[src/logic/fcs_pkg.sv]
// constants and types shared by the flash command sequencer
package fcs_pkg;
   localparam logic [1:0]  ASZ_ROM       = 2'b10;
   localparam logic [1:0]  ASZ_PROG      = 2'b01;
   localparam logic [1:0]  ASZ_RESET     = ASZ_ROM;
   localparam logic [1:0]  SZ_BYTE       = 2'b00;
   localparam logic [1:0]  SZ_HALF       = 2'b01;
   localparam logic [1:0]  SZ_WORD       = 2'b10;
   localparam logic [7:0]  CMD_RESET     = 8'hf0;
   localparam logic [7:0]  CMD_UNLOCK1   = 8'haa;
   localparam logic [7:0]  CMD_UNLOCK2   = 8'h55;
   localparam logic [7:0]  CMD_PROGRAM   = 8'ha0;
   localparam logic [7:0]  CMD_ERASE     = 8'h80;
   localparam logic [7:0]  CMD_CHIP      = 8'h10;
   localparam logic [7:0]  CMD_SECTOR    = 8'h30;
   localparam logic [11:0] ADDR_UNLOCK1  = 12'haa8;
   localparam logic [11:0] ADDR_UNLOCK2  = 12'h554;
   localparam logic [31:0] FLASH_BASE    = 32'h0000_0000;
   localparam logic [19:0] FLASH_PAGES   = 20'h00040;
   localparam int          SECT_SHIFT    = 15;
   localparam int          NUM_SECT      = 8;
   localparam int          SYS_CLK_MHZ   = 10;
   localparam int          ERASE_WIN_NS  = 40000;
   localparam logic [19:0] ERASE_WIN_CYC = 20'((ERASE_WIN_NS * SYS_CLK_MHZ + 999) / 1000);
   localparam int          ST_POLLING_DATA_FLAG       = 7;
   localparam int          ST_RUNNING_TOGGLE_FLAG       = 6;
   localparam int          ST_TIME_LIMIT_FLAG       = 5;
   localparam int          ST_ERASE_WINDOW_FLAG       = 3;
   localparam logic [2:0]  OP_PROGRAM    = 3'h1;
   localparam logic [2:0]  OP_CHIP_PRE   = 3'h2;
   localparam logic [2:0]  OP_CHIP_ERS   = 3'h3;
   localparam logic [2:0]  OP_SECT_PRE   = 3'h4;
   localparam logic [2:0]  OP_SECT_ERS   = 3'h5;
   typedef enum logic [2:0] {
      OPS_IDLE, OPS_PROG, OPS_CHIP_PRE, OPS_CHIP_ERS,
      OPS_SECT_WIN, OPS_SECT_PRE, OPS_SECT_ERS
   } fcs_op_e;
   typedef enum logic [2:0] {
      DEC_IDLE, DEC_UNL1, DEC_UNL2, DEC_PDATA, DEC_ERS1, DEC_ERS2, DEC_ERS3
   } fcs_dec_e;
endpackage : fcs_pkg

[src/logic/fcs_cmd_if.sv]
// command write strobe towards the decoder and decoded command pulses back
`timescale 1ns/10ps
interface fcs_cmd_if;
   logic        wrStb;
   logic [11:0] lowAddr;
   logic [7:0]  lowData;
   logic        accept;
   logic        rstCmd;
   logic        progCmd;
   logic        chipCmd;
   logic        sectCmd;
   modport ctrl (output wrStb, lowAddr, lowData, accept,
                 input rstCmd, progCmd, chipCmd, sectCmd);
   modport dec  (input wrStb, lowAddr, lowData, accept,
                 output rstCmd, progCmd, chipCmd, sectCmd);
endinterface : fcs_cmd_if

[src/logic/fcs_op_timer.sv]
// down counter giving one pulse when a loaded interval has run out
`timescale 1ns/10ps
module fcs_op_timer (
   input  wire logic        sys_clk,  // system clock
   input  wire logic        rst_n,    // async reset, low
   input  wire logic        load,     // start or restart
   input  wire logic [19:0] loadVal,  // interval in cycles
   input  wire logic        stop,     // abandon interval
   output logic             expired   // pulse at end
);
   typedef struct packed {
      logic [19:0] cnt;
      logic        run;
      logic        exp;
   } fcs_tmr_s;
   fcs_tmr_s q;
   fcs_tmr_s d;
   always_comb
   begin
      d = q;
      d.exp = 1'b0;
      if (load)
      begin
         d.cnt = loadVal;
         d.run = 1'b1;
      end
      else if (stop)
         d.run = 1'b0;
      else if (q.run)
      begin
         if (q.cnt <= 20'h00001)
         begin
            d.run = 1'b0;
            d.exp = 1'b1;
         end
         d.cnt = q.cnt - 20'h00001;
      end
   end
   always_ff @(posedge sys_clk or negedge rst_n)
      if (!rst_n)
         q <= '0;
      else
         q <= d;
   assign expired = q.exp;
endmodule : fcs_op_timer

[src/logic/fcs_cmd_decoder.sv]
// matches half-word command write sequences against the command table
`timescale 1ns/10ps
module fcs_cmd_decoder (
   input  wire logic sys_clk,  // system clock
   input  wire logic rst_n,    // async reset, low
   fcs_cmd_if.dec    cmd       // writes in, commands out
);
   typedef struct packed {
      fcs_pkg::fcs_dec_e st;
   } fcs_dec_s;
   fcs_dec_s q;
   fcs_dec_s d;
   logic     a1;
   logic     a2;
   always_comb
   begin
      d = q;
      cmd.rstCmd = 1'b0;
      cmd.progCmd = 1'b0;
      cmd.chipCmd = 1'b0;
      cmd.sectCmd = 1'b0;
      a1 = (cmd.lowAddr == fcs_pkg::ADDR_UNLOCK1);
      a2 = (cmd.lowAddr == fcs_pkg::ADDR_UNLOCK2);
      if (!cmd.accept)
         d.st = fcs_pkg::DEC_IDLE;
      else if (cmd.wrStb)
      begin
         d.st = fcs_pkg::DEC_IDLE;
         case (q.st)
            fcs_pkg::DEC_IDLE:
               if (cmd.lowData == fcs_pkg::CMD_RESET)
                  cmd.rstCmd = 1'b1;
               else if (a1 && cmd.lowData == fcs_pkg::CMD_UNLOCK1)
                  d.st = fcs_pkg::DEC_UNL1;
            fcs_pkg::DEC_UNL1:
               if (a2 && cmd.lowData == fcs_pkg::CMD_UNLOCK2)
                  d.st = fcs_pkg::DEC_UNL2;
            fcs_pkg::DEC_UNL2:
               if (a1 && cmd.lowData == fcs_pkg::CMD_RESET)
                  cmd.rstCmd = 1'b1;
               else if (a1 && cmd.lowData == fcs_pkg::CMD_PROGRAM)
                  d.st = fcs_pkg::DEC_PDATA;
               else if (a1 && cmd.lowData == fcs_pkg::CMD_ERASE)
                  d.st = fcs_pkg::DEC_ERS1;
            fcs_pkg::DEC_PDATA:
               cmd.progCmd = 1'b1;
            fcs_pkg::DEC_ERS1:
               if (a1 && cmd.lowData == fcs_pkg::CMD_UNLOCK1)
                  d.st = fcs_pkg::DEC_ERS2;
            fcs_pkg::DEC_ERS2:
               if (a2 && cmd.lowData == fcs_pkg::CMD_UNLOCK2)
                  d.st = fcs_pkg::DEC_ERS3;
            fcs_pkg::DEC_ERS3:
               if (a1 && cmd.lowData == fcs_pkg::CMD_CHIP)
                  cmd.chipCmd = 1'b1;
               else if (cmd.lowData == fcs_pkg::CMD_SECTOR)
                  cmd.sectCmd = 1'b1;
            default:
               d.st = fcs_pkg::DEC_IDLE;
         endcase
      end
   end
   always_ff @(posedge sys_clk or negedge rst_n)
      if (!rst_n)
         q <= '{st: fcs_pkg::DEC_IDLE};
      else
         q <= d;
endmodule : fcs_cmd_decoder

[src/logic/fcs_sequencer.sv]
// flash access mode, command sequencing and embedded operation control
`timescale 1ns/10ps

////////////////////////////////////////////////////////////////////////////////
module fcs_sequencer #(
   parameter int unsigned OP_LIMIT_CYC = 200000  // rated time of one phase
) (
   input  wire logic        sys_clk,            // system clock, 10 MHz
   input  wire logic        rst_n,              // async reset, low
   input  wire logic        aszWrEn,            // write access size field
   input  wire logic [1:0]  aszWrData,          // new access size value
   output logic [1:0]       accessSizeSel,      // current access size field
   output logic             fetchEnable,        // code fetch from flash allowed
   input  wire logic        busReq,             // access request pulse
   input  wire logic        busWrite,           // 1 write, 0 read
   input  wire logic [1:0]  busSize,            // byte, half or word
   input  wire logic [31:0] busAddr,            // byte address
   input  wire logic [15:0] busWdata,           // half-word write data
   output logic             busAck,             // answer pulse
   output logic             busErr,             // access refused
   output logic [31:0]      busRdata,           // read data
   output logic [31:0]      arrRdAddr,          // array read word address
   input  wire logic [31:0] arrRdData,          // array read data
   output logic             arrOpStart,         // array phase start pulse
   output logic [2:0]       arrOpCode,          // array phase kind
   output logic [31:0]      arrOpAddr,          // program or sector address
   output logic [15:0]      arrOpData,          // program value
   output logic             arrOpAbort,         // abandon array phase
   input  wire logic        arrOpDone,          // array phase finished
   output logic             readyFlag,          // no operation running
   output logic             timeLimitFlag,      // rated time exceeded
   output logic             eraseWindowFlag,    // sector window has closed
   output logic             runningToggleFlag,  // toggle bit next read returns
   output logic             pollingDataFlag     // polling bit now
);

   ////////////////////////////////////////////////////////////////////////////
   typedef struct packed {
      logic [1:0]              access_size_sel;
      fcs_pkg::fcs_op_e        st;
      logic                    issued;
      logic                    time_limit_flag;
      logic                    tog;
      logic [fcs_pkg::NUM_SECT-1:0] sectMap;
      logic [2:0]              curSect;
      logic [31:0]             progAddr;
      logic [15:0]             progData;
      logic                    pend;
      logic                    pWr;
      logic [1:0]              pSz;
      logic                    pHi;
      logic                    ack;
      logic                    err;
      logic [31:0]             rdata;
      logic [31:0]             rdAddr;
      logic                    opStart;
      logic [2:0]              opCode;
      logic [31:0]             opAddr;
      logic                    abort;
   } fcs_seq_s;

   fcs_seq_s q;
   fcs_seq_s d;

   fcs_cmd_if cmd ();

   logic       progMode;
   logic       running;
   logic       take;
   logic       cmdWr;
   logic       winExp;
   logic       limExp;
   logic       winLoad;
   logic       limLoad;
   logic [7:0] statusByte;
   logic       polling_data_flag;

   ////////////////////////////////////////////////////////////////////////////
   function automatic logic in_flash(input logic [31:0] a);
      logic [19:0] page;
      page = a[31:12] - fcs_pkg::FLASH_BASE[31:12];
      return page < fcs_pkg::FLASH_PAGES;
   endfunction : in_flash

   function automatic logic [2:0] sect_of(input logic [31:0] a);
      logic [31:0] off;
      off = a - fcs_pkg::FLASH_BASE;
      return off[fcs_pkg::SECT_SHIFT +: 3];
   endfunction : sect_of

   function automatic logic [2:0] lowest(input logic [fcs_pkg::NUM_SECT-1:0] m);
      logic [2:0] r;
      r = 3'h0;
      for (int i = fcs_pkg::NUM_SECT - 1; i >= 0; i--)
         if (m[i])
            r = 3'(i);
      return r;
   endfunction : lowest

   function automatic logic [31:0] sect_base(input logic [2:0] s);
      return fcs_pkg::FLASH_BASE + (32'(s) << fcs_pkg::SECT_SHIFT);
   endfunction : sect_base

   ////////////////////////////////////////////////////////////////////////////
   assign progMode = (q.access_size_sel == fcs_pkg::ASZ_PROG);
   assign running  = (q.st != fcs_pkg::OPS_IDLE);
   assign take     = busReq && !q.pend;
   // commands only as in-range half-word writes in programming mode
   assign cmdWr    = take && busWrite && progMode && busSize == fcs_pkg::SZ_HALF
                     && in_flash(busAddr);

   assign cmd.wrStb   = cmdWr;
   assign cmd.lowAddr = busAddr[11:0];
   assign cmd.lowData = busWdata[7:0];
   // the decoder only listens when a new command can be started or an
   // overrun operation is waiting for its read/reset
   assign cmd.accept  = progMode && (!running || q.time_limit_flag);

   fcs_cmd_decoder u_dec (
      .sys_clk (sys_clk),
      .rst_n   (rst_n),
      .cmd     (cmd)
   );

   fcs_op_timer u_win (
      .sys_clk (sys_clk),
      .rst_n   (rst_n),
      .load    (winLoad),
      .loadVal (fcs_pkg::ERASE_WIN_CYC),
      .stop    (q.abort),
      .expired (winExp)
   );

   fcs_op_timer u_lim (
      .sys_clk (sys_clk),
      .rst_n   (rst_n),
      .load    (limLoad),
      .loadVal (20'(OP_LIMIT_CYC)),
      .stop    (q.abort || !q.issued),
      .expired (limExp)
   );

   assign limLoad = q.opStart;

   always_comb
   begin
      case (q.st)
         fcs_pkg::OPS_PROG:     polling_data_flag = ~q.progData[7];
         fcs_pkg::OPS_SECT_WIN: polling_data_flag = 1'b1;
         default:               polling_data_flag = 1'b0;
      endcase
      statusByte = 8'h00;
      statusByte[fcs_pkg::ST_POLLING_DATA_FLAG] = polling_data_flag;
      statusByte[fcs_pkg::ST_RUNNING_TOGGLE_FLAG] = q.tog;
      statusByte[fcs_pkg::ST_TIME_LIMIT_FLAG] = q.time_limit_flag;
      statusByte[fcs_pkg::ST_ERASE_WINDOW_FLAG] = q.st != fcs_pkg::OPS_SECT_WIN
                                     && q.st != fcs_pkg::OPS_PROG;
   end

   ////////////////////////////////////////////////////////////////////////////
   always_comb
   begin
      d = q;
      d.ack = 1'b0;
      d.err = 1'b0;
      d.opStart = 1'b0;
      d.abort = 1'b0;
      winLoad = 1'b0;

      if (aszWrEn)
         d.access_size_sel = aszWrData;

      // bus side: take, then answer two edges later
      if (take)
      begin
         d.pend = 1'b1;
         d.pWr = busWrite;
         d.pSz = busSize;
         d.pHi = busAddr[1];
         d.rdAddr = {busAddr[31:2], 2'b00};
      end
      if (q.pend)
      begin
         d.pend = 1'b0;
         d.ack = 1'b1;
         if (!q.pWr)
         begin
            if (progMode && q.pSz == fcs_pkg::SZ_WORD)
            begin
               d.err = 1'b1;
               d.rdata = 32'h0000_0000;
            end
            else if (progMode && running)
            begin
               d.rdata = {24'h000000, statusByte};
               d.tog = ~q.tog;
            end
            else if (progMode)
               d.rdata = {16'h0000, q.pHi ? arrRdData[31:16] : arrRdData[15:0]};
            else
               d.rdata = arrRdData;
         end
      end

      // embedded operation sequencing
      case (q.st)
         fcs_pkg::OPS_IDLE:
         begin
            d.issued = 1'b0;
            d.time_limit_flag = 1'b0;
            d.tog = 1'b0;
            if (cmd.progCmd)
            begin
               d.progAddr = busAddr;
               d.progData = busWdata;
               d.st = fcs_pkg::OPS_PROG;
            end
            else if (cmd.chipCmd)
               d.st = fcs_pkg::OPS_CHIP_PRE;
            else if (cmd.sectCmd)
            begin
               d.sectMap = '0;
               d.sectMap[sect_of(busAddr)] = 1'b1;
               winLoad = 1'b1;
               d.st = fcs_pkg::OPS_SECT_WIN;
            end
         end
         fcs_pkg::OPS_SECT_WIN:
         begin
            // later codes extend the set and restart the window
            if (cmdWr && busWdata[7:0] == fcs_pkg::CMD_SECTOR)
            begin
               d.sectMap[sect_of(busAddr)] = 1'b1;
               winLoad = 1'b1;
            end
            else if (winExp)
            begin
               d.curSect = lowest(q.sectMap);
               d.st = fcs_pkg::OPS_SECT_PRE;
            end
         end
         default:
         begin
            if (!q.issued)
            begin
               d.issued = 1'b1;
               d.opStart = 1'b1;
               case (q.st)
                  fcs_pkg::OPS_PROG:
                  begin
                     d.opCode = fcs_pkg::OP_PROGRAM;
                     d.opAddr = q.progAddr;
                  end
                  fcs_pkg::OPS_CHIP_PRE:
                  begin
                     d.opCode = fcs_pkg::OP_CHIP_PRE;
                     d.opAddr = fcs_pkg::FLASH_BASE;
                  end
                  fcs_pkg::OPS_CHIP_ERS:
                  begin
                     d.opCode = fcs_pkg::OP_CHIP_ERS;
                     d.opAddr = fcs_pkg::FLASH_BASE;
                  end
                  fcs_pkg::OPS_SECT_PRE:
                  begin
                     d.opCode = fcs_pkg::OP_SECT_PRE;
                     d.opAddr = sect_base(q.curSect);
                  end
                  default:
                  begin
                     d.opCode = fcs_pkg::OP_SECT_ERS;
                     d.opAddr = sect_base(q.curSect);
                  end
               endcase
            end
            else if (arrOpDone && !q.time_limit_flag)
            begin
               d.issued = 1'b0;
               case (q.st)
                  fcs_pkg::OPS_CHIP_PRE: d.st = fcs_pkg::OPS_CHIP_ERS;
                  fcs_pkg::OPS_SECT_PRE: d.st = fcs_pkg::OPS_SECT_ERS;
                  fcs_pkg::OPS_SECT_ERS:
                  begin
                     d.sectMap[q.curSect] = 1'b0;
                     if ((q.sectMap & ~(8'h01 << q.curSect)) == '0)
                        d.st = fcs_pkg::OPS_IDLE;
                     else
                     begin
                        d.curSect = lowest(q.sectMap & ~(8'h01 << q.curSect));
                        d.st = fcs_pkg::OPS_SECT_PRE;
                     end
                  end
                  default:               d.st = fcs_pkg::OPS_IDLE;
               endcase
            end
            if (limExp)
               d.time_limit_flag = 1'b1;
         end
      endcase

      // overrun operation is ended only by read/reset
      if (running && q.time_limit_flag && cmd.rstCmd)
      begin
         d.abort = 1'b1;
         d.st = fcs_pkg::OPS_IDLE;
         d.issued = 1'b0;
      end
   end

   always_ff @(posedge sys_clk or negedge rst_n)
      if (!rst_n)
      begin
         q <= '0;
         q.access_size_sel <= fcs_pkg::ASZ_RESET;
         q.st <= fcs_pkg::OPS_IDLE;
      end
      else
         q <= d;

   ////////////////////////////////////////////////////////////////////////////
   assign accessSizeSel     = q.access_size_sel;
   assign fetchEnable       = (q.access_size_sel == fcs_pkg::ASZ_ROM);
   assign busAck            = q.ack;
   assign busErr            = q.err;
   assign busRdata          = q.rdata;
   assign arrRdAddr         = q.rdAddr;
   assign arrOpStart        = q.opStart;
   assign arrOpCode         = q.opCode;
   assign arrOpAddr         = q.opAddr;
   assign arrOpData         = q.progData;
   assign arrOpAbort        = q.abort;
   assign readyFlag         = (q.st == fcs_pkg::OPS_IDLE);
   assign timeLimitFlag     = q.time_limit_flag;
   assign eraseWindowFlag   = q.st != fcs_pkg::OPS_SECT_WIN && q.st != fcs_pkg::OPS_PROG
                              && q.st != fcs_pkg::OPS_IDLE;
   assign runningToggleFlag = q.tog;
   assign pollingDataFlag   = polling_data_flag;

endmodule : fcs_sequencer

[config.mk]
export PLATFORM = sky130hd
export DESIGN_NAME = fcs_sequencer
export DESIGN_NICKNAME = d
export VERILOG_FILES = /design/src/logic/fcs_pkg.sv /design/src/logic/fcs_cmd_if.sv /design/src/logic/fcs_op_timer.sv /design/src/logic/fcs_cmd_decoder.sv /design/src/logic/fcs_sequencer.sv
export SDC_FILE = /design/constraint.sdc
export NUM_CORES = 1
export LEC_CHECK = 0
export BUFFER_PORTS_ARGS = -buffer_cell sky130_fd_sc_hd__buf_2
export CAP_MARGIN = 20
export CORE_ASPECT_RATIO = 2
export CORE_MARGIN = 4
export CORE_UTILIZATION = 35
export CTS_CLUSTER_SIZE = 30
export DETAILED_ROUTE_END_ITERATION = 7
export SYNTH_ARGS = -nofsm -noshare
export SYNTH_HDL_FRONTEND = slang
export SYNTH_SLANG_ARGS = --single-unit
[constraint.sdc]
create_clock -name sys_clk -period 2.2 [get_ports sys_clk]
set_input_delay 0 -clock sys_clk [delete_from_list [all_inputs] [get_ports sys_clk]]
set_output_delay 0 -clock sys_clk [all_outputs]
set_load 0.02 [all_outputs]
==> flow_summary.json <==
{
  "yosys_most_used_dff": "dfrtp_1",
  "final-setup-viol-count": 0,
  "clkSlewWorstSetupHoldPaths_ns": 0.07,
  "antenna_found_initial": 0,
  "syn-cell-area_mm2": 0.01064,
  "endpoint_kind": "register",
  "synthTopCellsByArea": "dfrtp_1, buf_4, nand2_1",
  "maxSlewHeadroom_pct": 53.33,
  "grt_pass1_wl_um": 47450,
  "power.internal_mw": 6.756,
  "seq_area_frac_synth_pct": 51.78,
  "r2r-end": "u_win.q[18]",
  "antenna_left": 0,
  "hold_class": "primary input to async pin",
  "pwr-share-comb_pct": 14.4,
  "die_area_mm2": 0.03341,
  "avgSynthCellArea_um2": 10.38,
  "pwr-share-clk_pct": 38.0,
  "antenna_cells": 0,
  "vias": 8243,
  "synthXorXnorAreaFrac_pct": 2.882,
  "port_buffers": 214,
  "total_power_mw": 9.277,
  "cts_buffer_depth": 3,
  "grt_usage_pct": 17.60,
  "htreeDepth": 1,
  "synthAdderAreaFrac_pct": 0.4706,
  "async_flop_share_pct": 100.0,
  "synth_top_cell_area_share_pct": 51.53,
  "p_per_area_mw_per_mm2": 689.6,
  "timing.fmax_mhz": 459.4,
  "r2r-start": "u_win.q[7]",
  "synth.area.mux_share_pct": 5.518,
  "ys.warnings.count": 0,
  "grt-ovfl-total": 0,
  "worst_slew_pin_slew_ns": 0.7000,
  "synth_cell_types": 75,
  "switching_share_pct": 27.17,
  "synth_top_family_by_area": "simple AND/OR/NAND/NOR gates",
  "rsz0062_at_grt": "true",
  "synth.largest_area_cell": "dfrtp_1",
  "cp_max_fo": 4,
  "rrSetupSlack_ns": 0.02,
  "tns_ns": 0,
  "cp.arrival_ns": 2.57,
  "clock-sinks": 220,
  "ios": 217,
  "finClkSkew_ns": 0.01606,
  "period_share_pct": 98.94,
  "coreArea_mm2": 0.03007,
  "start_util_pct": 35.37,
  "grtUsageMet3_pct": 2.191,
  "grt.busiest_layer": "met2",
  "pwr-share-seq_pct": 47.6,
  "crit_required_ns": 2.59,
  "worst_hold_slack_ns": 0.04634,
  "fin_crit_ns": 2.177,
  "dr.pass1.iters": 4,
  "synth_compound_area_share_pct": 11.46,
  "hold_viol_final": 0,
  "ys_seq_elements": 220,
  "cts-root-buf": "clkbuf_16",
  "synth_edf_count": 0,
  "drt_iter0_drc": 369,
  "r2r_cells": 7,
  "drc_errors": 0,
  "peakVddDrop_mv": 0.4777,
  "die_h_um": 254.5,
  "cts_made_buffers": 21,
  "yosys.area_share.simple_pct": 17.44,
  "clock_latency_ns": 0.52,
  "area_delta_synth_final_pct": 26.49,
  "netSwitchingPower_mw": 2.521,
  "layout-drive-gt1-share_pct": 31.28,
  "maxCapViolCount": 0,
  "maxSlewViolCount": 0,
  "die_x_um": 131.3,
  "gp_congestion": 0.8673,
  "num-fill-cells": 2822,
  "critPathKind": "register to register",
  "use_met1_pct": 18.09,
  "num-nets-final": 1364,
  "grt_pass1_vias": 8723,
  "grt_use_met2_pct": 34.10,
  "grt_max_degree": 83,
  "crit_path_start_kind": "register",
  "cts_tree": "yes",
  "leakage_nw": 6.754,
  "rows": 90,
  "dpl.hpwl_um": 21840,
  "routed_wl_um": 30120,
  "routed_via_density": 4.996,
  "wire_per_inst_um": 18.25,
  "syn_inst": 1025,
  "status": "finished clean"
}
## per-layer routing
| layer | share of wire [%] | wire length [um] | up-vias |
|---|---|---|---|
| met5 | 0 | 0 | - |
| met4 | 5.7 | 1719 | 0 |
| met2 | 55 | 16570 | 209 |
| li1 | - | - | 3911 |
| met1 | 36 | 10780 | 4033 |
| met3 | 3.5 | 1050 | 90 |
## stage by stage
| stage | setup slack, ns | util (%) | area (um^2) | std cells |
|---|---|---|---|---|
| finish | 0.02332 | 44.74 | 13450 | 1650 |
| global route | -0.07400 | 44.74 | 13450 | 1650 |
| CTS | 0.002644 | 44.34 | 13330 | 1649 |
| detailed placement | -0.05054 | 39.11 | 11760 | 1523 |
| global placement | -0.02398 | 39.11 | 11760 | 1523 |
| floorplan | 0.001893 | - | 10640 | 1026 |
## logic make-up (layout without fill, tap and decap cells)
group,after synthesis,count (layout)
AOI/OAI and AO/OA,165,165
xor gates and xnor gates,35,35
adders and majority gates,4,4
buffers and inverters,176,432
DFF,220,220
muxes,54,54
other,1,2
and+or+nand+nor,370,370
## state kept, by name, summed over array words and instances (netlist names)
register,cells
u_lim.expired,1
arrOpAddr,32
timeLimitFlag,1
u_lim.q,21
arrOpCode,3
arrOpStart,1
arrRdAddr,30
arrOpAbort,1
runningToggleFlag,1
accessSizeSel,2
u_dec.q,3
busAck,1
busRdata,32
u_win.expired,1
q,52
busErr,1
arrOpData,16
u_win.q,21
## critical path: stages, from the launching register on
cell and delay (ns):
dfrtp_1 0.38, or4_4 0.54, or4_4 0.45, nor3_2 0.24
buf_4 0.17, nand3b_1 0.09, xor2_1 0.14, nor2_1 0.05
## layout by cell type (no fill, tap or decap), types with 5 or more instances in the layout
cell type,synthesis,routed
a21oi_1,18,17
a22o_1,56,56
a31oi_1,7,7
buf_2,6,213
buf_4,117,72
clkbuf_16,0,21
dfrtp_1,219,219
dlygate4sd3_1,0,91
inv_1,14,14
mux2_2,37,37
mux2i_1,17,17
nand2_1,153,152
nand2b_1,20,19
nand3_1,7,7
nand3b_1,8,8
nand4_1,5,5
nor2_1,71,71
nor2b_1,21,21
nor3_1,21,16
nor3_2,1,5
nor4_1,17,11
nor4_2,1,5
o21ai_0,39,38
o21bai_1,5,5
or3_1,6,6
xnor2_1,21,21
xor2_1,14,14
## final cells by class
cell class	count	area (um^2)	area share, %
well taps	368	460.4	3.423
clock buffers	27	568.0	4.222
inverters	15	56.30	0.4185
multi-input cells	630	4163	30.94
repair buffers	382	2624	19.50
clock inverters	8	75.07	0.5580
flip-flops and latches	220	5507	40.93
## worst max path at each step
| stage | end | cells after the start | slack, ns | from |
|---|---|---|---|---|
| 6_report | u_win.q[18] | 7 | 0.02 | u_win.q[7] |
| 3_3_place_gp | u_lim.q[19] | 6 | -0.02 | u_lim.q[7] |
| 5_1_grt | u_lim.q[17] | 7 | -0.07 | u_lim.q[7] |
| 3_5_place_dp | u_win.q[18] | 7 | -0.05 | u_win.q[7] |
| 2_1_floorplan | arrOpData[0] | 9 | 0.002 | q[107] |
| 4_1_cts | u_win.expired | 5 | 0.003 | u_win.q[7] |
## synth_stat cells (all sizes together) (5+ instances only)
library cell	number
nor3	22
a22o	56
a21oi	18
nor4	20
mux2	37
xnor2	21
nand4	5
clkbuf	34
inv	15
nor2b	21
nand3b	8
nand2	153
buf	127
mux2i	17
nor3b	5
nand3	7
nand2b	20
or3	7
o21bai	6
a31oi	7
o21ai	39
or4	8
nor2	71
dfrtp	219
xor2	14
## power groups by stage
stage	logic (mW)	registers (mW)	clock network, mW
finish	1.34	4.42	3.52
global route	1.44	4.44	3.78
detailed placement	1.21	4.49	0
floorplan	0.927	4.47	0
CTS	1.35	4.41	3.64
global placement	1.20	4.48	0
## repair_timing
| action | in CTS | in global routing |
|---|---|---|
| gates resized for setup | 4 | 23 |
| hold buffers | 91 | 0 |
| pin swaps | 0 | 6 |
| endpoints found under the setup margin | 7 | 91 |
| setup buffers | 0 | 1 |
| hold endpoints to repair | 200 | 0 |
Power figures use the tool's default switching activity.
